### config.mk
export PLATFORM = sky130hd
export DESIGN_NAME = mccd_device
export DESIGN_NICKNAME = d
export VERILOG_FILES = /design/src/design/mccd_pkg.sv /design/src/design/mccd_port_if.sv /design/src/design/mccd_device.sv /design/src/design/mccd_port_regs.sv
export SDC_FILE = /design/constraint.sdc
export NUM_CORES = 1
export LEC_CHECK = 0
export ABC_CLOCK_PERIOD_IN_PS = 4800
export BUFFER_PORTS_ARGS = -buffer_cell sky130_fd_sc_hd__buf_2
export CORE_ASPECT_RATIO = 0.8
export CORE_MARGIN = 2
export CORE_UTILIZATION = 50
export CTS_BUF_LIST = sky130_fd_sc_hd__clkbuf_16
export CTS_CLUSTER_SIZE = 10
export DETAILED_ROUTE_END_ITERATION = 16
export PLACE_DENSITY = 0.74
export REMOVE_ABC_BUFFERS = 1
export SLEW_MARGIN = 20
export SYNTH_ARGS = -nofsm -noshare
export SYNTH_HDL_FRONTEND = slang
export SYNTH_SLANG_ARGS = --single-unit
### constraint.sdc
create_clock -name clk -period 4.8 [get_ports clk]
set_input_delay 0.72 -clock clk [delete_from_list [all_inputs] [get_ports clk]]
set_output_delay 0.72 -clock clk [all_outputs]
set_load 0.02 [all_outputs]
### src/design/mccd_pkg.sv
package mccd_pkg;
	// ====================================================
	// bus command codes handled by this decoder
	localparam logic [4:0] CMD_FETCH = 5'h00;
	localparam logic [4:0] CMD_VEC_LO = 5'h0F;
	localparam logic [4:0] CMD_CALL_LO = 5'h12;
	localparam logic [4:0] CMD_VEC_HI = 5'h13;
	localparam logic [4:0] CMD_PC_HI = 5'h14;
	localparam logic [4:0] CMD_RET_LO_A = 5'h15;
	localparam logic [4:0] CMD_DP_HI = 5'h16;
	localparam logic [4:0] CMD_PC_LO = 5'h17;
	localparam logic [4:0] CMD_RET_LO_B = 5'h18;
	localparam logic [4:0] CMD_DP_LO = 5'h19;
	localparam logic [4:0] CMD_PORT_WR = 5'h1A;
	localparam logic [4:0] CMD_PORT_RD = 5'h1B;
	localparam logic [4:0] CMD_NOP = 5'h1C;
	localparam logic [4:0] CMD_DP_SWAP = 5'h1D;
	localparam logic [4:0] CMD_PC_LO_OUT = 5'h1E;
	localparam logic [4:0] CMD_PC_HI_OUT = 5'h1F;

	// ====================================================
	// values after reset, interrupt enable bit, fetch step
	localparam logic [15:0] RST_PTR = 16'h0000;
	localparam logic [7:0] RST_BYTE = 8'h00;
	localparam int INT_EN_BIT = 0;
	localparam logic [15:0] PC_STEP = 16'h0001;

	// ====================================================
	// bus cycle tracking
	typedef enum logic [1:0]
	{
		MCCD_IDLE = 2'b01,
		MCCD_CYC = 2'b10
	} mccd_state_e;
endpackage

### src/design/mccd_port_if.sv
// port register access between decoder core and port storage
interface mccd_port_if #(parameter int NUM_PORTS = 2);
	logic wr_en;
	logic [7:0] idx;
	logic [7:0] wdata;
	logic [7:0] rdata;
	logic readable;
	logic [NUM_PORTS-1:0][7:0] port_q;
	logic [7:0] timer_q;
	logic [7:0] intctl_q;

	modport core (output wr_en, idx, wdata, input rdata, readable, port_q, timer_q, intctl_q);
	modport regs (input wr_en, idx, wdata, output rdata, readable, port_q, timer_q, intctl_q);
endinterface

### src/design/mccd_device.sv
module mccd_device #(
	parameter logic [15:0] MEM_BASE = 16'h0000, // first address owned
	parameter logic [15:0] MEM_LAST = 16'h03FF, // last address owned
	parameter logic [7:0] PORT_BASE = 8'h04, // first port address owned
	parameter int NUM_PORTS = 2, // readable io ports
	parameter bit HAS_DP2 = 1'b1, // secondary data pointer present
	parameter logic [15:0] VECTOR = 16'h0280 // interrupt vector, arbitrary default
)
(
	input wire logic clk, // system clock
	input wire logic rstn, // async reset, active low
	input wire logic cyc_start, // pulse: cycle begins, cmd valid
	input wire logic [4:0] cmd, // bus_command_code
	input wire logic cyc_end, // pulse: bus byte valid, cycle ends
	input wire logic [7:0] db_in, // resolved data bus level
	output logic [7:0] db_out, // byte this device drives
	output logic db_oe, // high while driving data bus
	output logic [15:0] mem_addr, // program counter to local memory
	input wire logic [7:0] mem_rdata, // memory byte at mem_addr
	input wire logic ext_int, // pulse: external interrupt event
	input wire logic pri_in, // no higher-priority device requests
	output logic int_req, // pending interrupt request
	output logic [NUM_PORTS-1:0][7:0] port_out // io port latches
);
	mccd_pkg::mccd_state_e state_r;
	mccd_pkg::mccd_state_e state_nxt;
	logic [4:0] cmd_r;
	logic [15:0] pc_r;
	logic [15:0] pc_nxt;
	logic [15:0] ret_r;
	logic [15:0] ret_nxt;
	logic [15:0] dp_r;
	logic [15:0] dp_nxt;
	logic [15:0] dp2_r;
	logic [15:0] dp2_nxt;
	logic [7:0] last_bus_r;
	logic [7:0] db_out_r;
	logic db_oe_r;
	logic int_pend_r;
	logic vec_mine_r;

	mccd_port_if #(.NUM_PORTS(NUM_PORTS)) pif ();

	mccd_port_regs #(.NUM_PORTS(NUM_PORTS)) u_ports
	(
		.clk(clk),
		.rstn(rstn),
		.pif(pif)
	);

	function automatic logic in_mem(input logic [15:0] a);
		in_mem = (a >= MEM_BASE) && (a <= MEM_LAST);
	endfunction

	// ====================================================
	// cycle tracking
	wire upd = (state_r == mccd_pkg::MCCD_CYC) && cyc_end;
	wire take = (state_r == mccd_pkg::MCCD_IDLE) && cyc_start;
	assign state_nxt = take ? mccd_pkg::MCCD_CYC : (upd ? mccd_pkg::MCCD_IDLE : state_r);

	// ====================================================
	// ownership: previous cycle's bus byte names the port
	// own range compare
	wire pc_own = in_mem(pc_r);
	wire port_hit = (last_bus_r >= PORT_BASE) && ((last_bus_r - PORT_BASE) <= 8'(NUM_PORTS + 1));
	wire vec_sel = int_pend_r && pri_in;

	// ====================================================
	// drive selection, decided at cycle start
	// opcode fetch drive
	wire drv_mem = (cmd == mccd_pkg::CMD_FETCH) && pc_own;
	wire drv_vlo = (cmd == mccd_pkg::CMD_VEC_LO) && vec_sel;
	wire drv_vhi = (cmd == mccd_pkg::CMD_VEC_HI) && vec_sel;
	wire drv_port = (cmd == mccd_pkg::CMD_PORT_RD) && port_hit && pif.readable;
	wire drv_pcl = (cmd == mccd_pkg::CMD_PC_LO_OUT) && pc_own;
	wire drv_pch = (cmd == mccd_pkg::CMD_PC_HI_OUT) && pc_own;
	wire drv_any = drv_mem | drv_vlo | drv_vhi | drv_port | drv_pcl | drv_pch;
	wire [7:0] drv_byte = drv_mem ? mem_rdata :
		drv_vlo ? VECTOR[7:0] :
		drv_vhi ? VECTOR[15:8] :
		drv_port ? pif.rdata :
		drv_pcl ? pc_r[7:0] : pc_r[15:8];

	// ====================================================
	// pointer updates at cycle end; other codes leave all alone
	// every device receives the bus byte
	assign pc_nxt = !upd ? pc_r :
		(cmd_r == mccd_pkg::CMD_FETCH) ? pc_r + mccd_pkg::PC_STEP :
		(cmd_r == mccd_pkg::CMD_VEC_LO || cmd_r == mccd_pkg::CMD_CALL_LO ||
		cmd_r == mccd_pkg::CMD_PC_LO) ? {pc_r[15:8], db_in} :
		(cmd_r == mccd_pkg::CMD_VEC_HI || cmd_r == mccd_pkg::CMD_PC_HI) ? {db_in, pc_r[7:0]} : pc_r;
	assign ret_nxt = !upd ? ret_r :
		(cmd_r == mccd_pkg::CMD_VEC_LO || cmd_r == mccd_pkg::CMD_CALL_LO) ? pc_r :
		(cmd_r == mccd_pkg::CMD_RET_LO_A || cmd_r == mccd_pkg::CMD_RET_LO_B) ? {ret_r[15:8], db_in} : ret_r;
	wire swap = upd && (cmd_r == mccd_pkg::CMD_DP_SWAP) && HAS_DP2;
	assign dp_nxt = swap ? dp2_r :
		(upd && cmd_r == mccd_pkg::CMD_DP_HI) ? {db_in, dp_r[7:0]} :
		(upd && cmd_r == mccd_pkg::CMD_DP_LO) ? {dp_r[15:8], db_in} : dp_r;
	assign dp2_nxt = swap ? dp_r : dp2_r;

	// ====================================================
	// port writes reach the port, timer or control register
	// latch bus into addressed port
	assign pif.wr_en = upd && (cmd_r == mccd_pkg::CMD_PORT_WR) && port_hit;
	assign pif.idx = last_bus_r - PORT_BASE;
	assign pif.wdata = db_in;

	// ====================================================
	// interrupt request: a new event beats the acknowledge clear
	wire int_set = ext_int && pif.intctl_q[mccd_pkg::INT_EN_BIT];
	wire int_clr = upd && (cmd_r == mccd_pkg::CMD_VEC_HI) && vec_mine_r;

	always_ff @(posedge clk or negedge rstn)
	begin
		if (!rstn)
		begin
			state_r <= mccd_pkg::MCCD_IDLE;
			cmd_r <= mccd_pkg::CMD_NOP;
			pc_r <= mccd_pkg::RST_PTR;
			ret_r <= mccd_pkg::RST_PTR;
			dp_r <= mccd_pkg::RST_PTR;
			dp2_r <= mccd_pkg::RST_PTR;
			last_bus_r <= mccd_pkg::RST_BYTE;
		end
		else
		begin
			state_r <= state_nxt;
			cmd_r <= take ? cmd : cmd_r;
			pc_r <= pc_nxt;
			ret_r <= ret_nxt;
			dp_r <= dp_nxt;
			dp2_r <= dp2_nxt;
			last_bus_r <= upd ? db_in : last_bus_r;
		end
	end

	// ====================================================
	// bus drive holds from cycle start to cycle end
	// released outside owned cycles, no drive on 0x1C
	always_ff @(posedge clk or negedge rstn)
	begin
		if (!rstn)
		begin
			db_oe_r <= 1'b0;
			db_out_r <= mccd_pkg::RST_BYTE;
			vec_mine_r <= 1'b0;
			int_pend_r <= 1'b0;
		end
		else
		begin
			db_oe_r <= take ? drv_any : (upd ? 1'b0 : db_oe_r);
			db_out_r <= (take && drv_any) ? drv_byte : db_out_r;
			vec_mine_r <= take ? drv_vhi : vec_mine_r;
			int_pend_r <= int_set | (int_pend_r & ~int_clr);
		end
	end

	assign db_out = db_out_r;
	assign db_oe = db_oe_r;
	assign mem_addr = pc_r;
	assign int_req = int_pend_r;
	assign port_out = pif.port_q;
endmodule

### src/design/mccd_port_regs.sv
// io ports, then timer at NUM_PORTS, interrupt control at NUM_PORTS+1
module mccd_port_regs #(parameter int NUM_PORTS = 2)
(
	input wire logic clk, // system clock
	input wire logic rstn, // async reset, active low
	mccd_port_if.regs pif // access from decoder core
);
	localparam logic [7:0] TIMER_IDX = 8'(NUM_PORTS);
	localparam logic [7:0] INTCTL_IDX = 8'(NUM_PORTS + 1);

	// ====================================================
	// read side: timer and interrupt control never read back
	assign pif.readable = pif.idx < TIMER_IDX;
	assign pif.rdata = pif.readable ? pif.port_q[pif.idx[$clog2(NUM_PORTS+1)-1:0]] : mccd_pkg::RST_BYTE;

	// ====================================================
	// write side
	always_ff @(posedge clk or negedge rstn)
	begin
		if (!rstn)
		begin
			pif.port_q <= '0;
			pif.timer_q <= mccd_pkg::RST_BYTE;
			pif.intctl_q <= mccd_pkg::RST_BYTE;
		end
		else if (pif.wr_en)
		begin
			if (pif.readable)
				pif.port_q[pif.idx[$clog2(NUM_PORTS+1)-1:0]] <= pif.wdata;
			else if (pif.idx == TIMER_IDX)
				pif.timer_q <= pif.wdata;
			else if (pif.idx == INTCTL_IDX)
				pif.intctl_q <= pif.wdata;
		end
	end
endmodule

==> metrics.txt <==
status complete, no violations; Netlist Area Pre-Place 0.00326 mm²; Hold WS 0.475 ns; CP Class in2reg; Final Core Density 61.4%; core area 0.00634 mm²; WL final 8.44 mm; clock sink total 59; CTS Buffer Depth 2; fin nets 404; worst skew pair latency 0.33 ns; Ports 69; CTS buffer count 9; Synth Instances 319; worst-path maximum fanout 30; hold buffers post-CTS 0; WP data required 5.01 ns; CTS resizes 0; crit path launch type input pin; vias in the first global route 2667; DRT iter0 DRCs 245; RSZ-0062 raised after global routing no; total track usage 25.2%; VDD IR max 0.000233 V; first-pass GRT wire length 13.9 mm; Primary FF master, synth dfrtp_1; Hold WC Path Type reg2reg; max-cap violation count 0; syn avg cell area 10.2 µm²; Synth Register Bits 59; DRC violations left 0; DRT Pass-1 Iters 5; total congestion overflow 0; asr flop ratio synth 100%; Root Driver clkbuf_16; Int Power 0.000860 W; vias per inst 6.04; clock network power share 52.6%; slew margin rel. 37.1%; f_max 358 MHz; Clock transition at path regs 0.06 ns; Leak 1.84 nW; dpl hpwl 5.92 mm; GPL Wtd Cong 0.897; power density over the cells 288 mW/mm²; Ys Warns 0; # port buffers 68; die height 76.3 µm; Seq/Total Area, Yosys 45.4%; Final Hold Fails 0; post-route setup TNS 0 ns; Worst-Margin Slew 0.936 ns; fin. max-slew vios 0; area grow syn2layout 19.4%; clk_skew 0.00498 ns; initial antenna violation count 0; ant diodes 0; Worst setup EP type flip-flop; htree depth 3; Vias 2808; Post-CTS Setup Repair Bufs 0; share of layout cells above drive strength 1 35.7%; largest net degree at the start of global routing 60; # fillers 573; Area after DPL 0.00362 mm²; crit share post-route 58.1%; WL/cell 18.2 µm; final setup fails 0; Logic pwr share 3.0%; CTS tree yes; full die area 0.00719 mm²; Power, Total 0.00112 W; # rows 26; fin area 0.00390 mm²; sw power 0.000263 W; DRT antenna net count 0; Die W 94.3 µm; number of synthesized flops with an enable pin 0; Reg power frac 44.3%; minimum clock period 2.79 ns; switching share of power 23.4%; Starting Density 51.5%; worst endpoint data arrival time 3.00 ns; Synth cell types 60
==> sequential cells by signal (all words and copies together) (netlist names) <==
name / count
db_oe: 1
int_req: 1
state_r: 2
vec_mine_r: 1
u_ports.pif.port_q: 16
u_ports.pif.intctl_q: 1
cmd_r: 5
db_out: 8
mem_addr: 16
last_bus_r: 8
==> power groups by stage <==
stage               clock network [W]  registers [W]   logic (W)
floorplan                           0       0.000507  0.00000309
global placement                    0       0.000506   0.0000334
detailed placement                  0       0.000506   0.0000337
CTS                          0.000602       0.000498   0.0000340
global route                 0.000623       0.000498   0.0000370
finish                       0.000591       0.000498   0.0000338
==> per-layer routing <==
layer,part of all wire (%),track usage (%),up-vias
met1,47,37.7,1351
met4,1.0,6.81,0
li1,-,-,1311
met3,8.7,6.73,9
met5,0,0,-
met2,43,36.2,137
==> path summary, 6_finish.rpt <==
check | slack (ns) | startpoint | cells after the start | end
worst max-delay path | 2.01 | cyc_end | 6 | u_ports.pif.port_q[9]
worst min-delay path | 0.48 | u_ports.pif.intctl_q[0] | 2 | int_req
worst max register to register | 2.06 | state_r[0] | 5 | u_ports.pif.port_q[9]
worst min register to register | 0.48 | u_ports.pif.intctl_q[0] | 2 | int_req
max in group asynchronous | 3.76 | rstn | 2 | last_bus_r[7]
min in group asynchronous | 0.55 | rstn | 2 | mem_addr[9]
==> cells in the mapped netlist (3+ instances only) <==
| cell type | count | area [µm²] |
|---|---|---|
| dfrtp_1 | 55 | 1380 |
| mux2_2 | 32 | 360 |
| nand2_1 | 27 | 101 |
| nor2_1 | 20 | 75.1 |
| clkbuf_1 | 19 | 71.3 |
| o21ai_0 | 18 | 90.1 |
| a21oi_1 | 17 | 85.1 |
| mux2i_1 | 9 | 90.1 |
| nand3_1 | 9 | 45.0 |
| a32oi_1 | 8 | 70.1 |
| nor3_1 | 8 | 40.0 |
| a211o_1 | 7 | 61.3 |
| nand4_1 | 7 | 43.8 |
| and3_1 | 4 | 25.0 |
| dfstp_2 | 4 | 105 |
| inv_1 | 4 | 15.0 |
| o22ai_1 | 4 | 25.0 |
| a211oi_1 | 3 | 22.5 |
| a21oi_2 | 3 | 26.3 |
| and2_1 | 3 | 18.8 |
| nor4_1 | 3 | 18.8 |
| o31ai_1 | 3 | 22.5 |
==> layout make-up <==
| type | count | area, µm² | area share [%] |
|---|---|---|---|
| Clock buffer | 9 | 225 | 5.78 |
| Clock inverter | 7 | 53.8 | 1.38 |
| Inverter | 4 | 15.0 | 0.385 |
| Multi-Input combinational cell | 232 | 1660 | 42.6 |
| Sequential cell | 59 | 1480 | 38.0 |
| Tap cell | 84 | 105 | 2.70 |
| Timing Repair Buffer | 70 | 355 | 9.12 |
==> per-stage QoR <==
| step | std cells | setup WS, ns |
|---|---|---|
| 2_1_floorplan | 295 | 2.03 |
| 3_3_place_gp | 449 | 1.73 |
| 3_5_place_dp | 449 | 1.68 |
| 4_1_cts | 465 | 2.01 |
| 5_1_grt | 465 | 1.90 |
| 6_report | 465 | 2.01 |
==> critical path, stage by stage <==
cell	delay, ns
buf_2	0.10
nand3b_4	0.28
or3_1	0.48
or4b_4	0.58
nor3b_4	0.44
mux2_2	0.39
==> placed cells by master, fill, tap and decap left out, drive strengths merged, types with 2 or more instances in the layout <==
master / count
o22ai: 4
o21ai: 18
a22oi: 2
nand2: 27
nor2: 20
nand3: 9
and3: 4
a21o: 2
buf: 70
and2: 4
a31o: 2
mux2i: 9
a31oi: 2
a32oi: 8
a211oi: 3
nand2b: 2
a2bb2oi: 2
dfrtp: 55
nor4: 3
or3: 2
nand4: 7
nor3b: 2
a211o: 7
o31ai: 3
mux2: 32
clkinv: 2
or4: 3
nand3b: 3
nor2b: 2
and4: 2
nor3: 10
inv: 7
o21a: 2
clkbuf: 9
clkinvlp: 2
a21oi: 20
dfstp: 4
==> kinds of logic (layout without fill, tap and decap cells) <==
family / count (synthesis) / after routing / share of synthesized area, %
multiplexers: 41 / 41 / 13.8
buffers and inverters: 28 / 90 / 3.72
AND/OR/NAND/NOR: 107 / 107 / 18.7
flip-flops: 59 / 59 / 45.4
adder cells (fa/ha/maj): 1 / 1 / 0.383
XOR/XNOR: 1 / 1 / 0.268
AO/OA/AOI/OAI: 82 / 82 / 17.7
No activity file was read; power rests on OpenSTA's default activity.
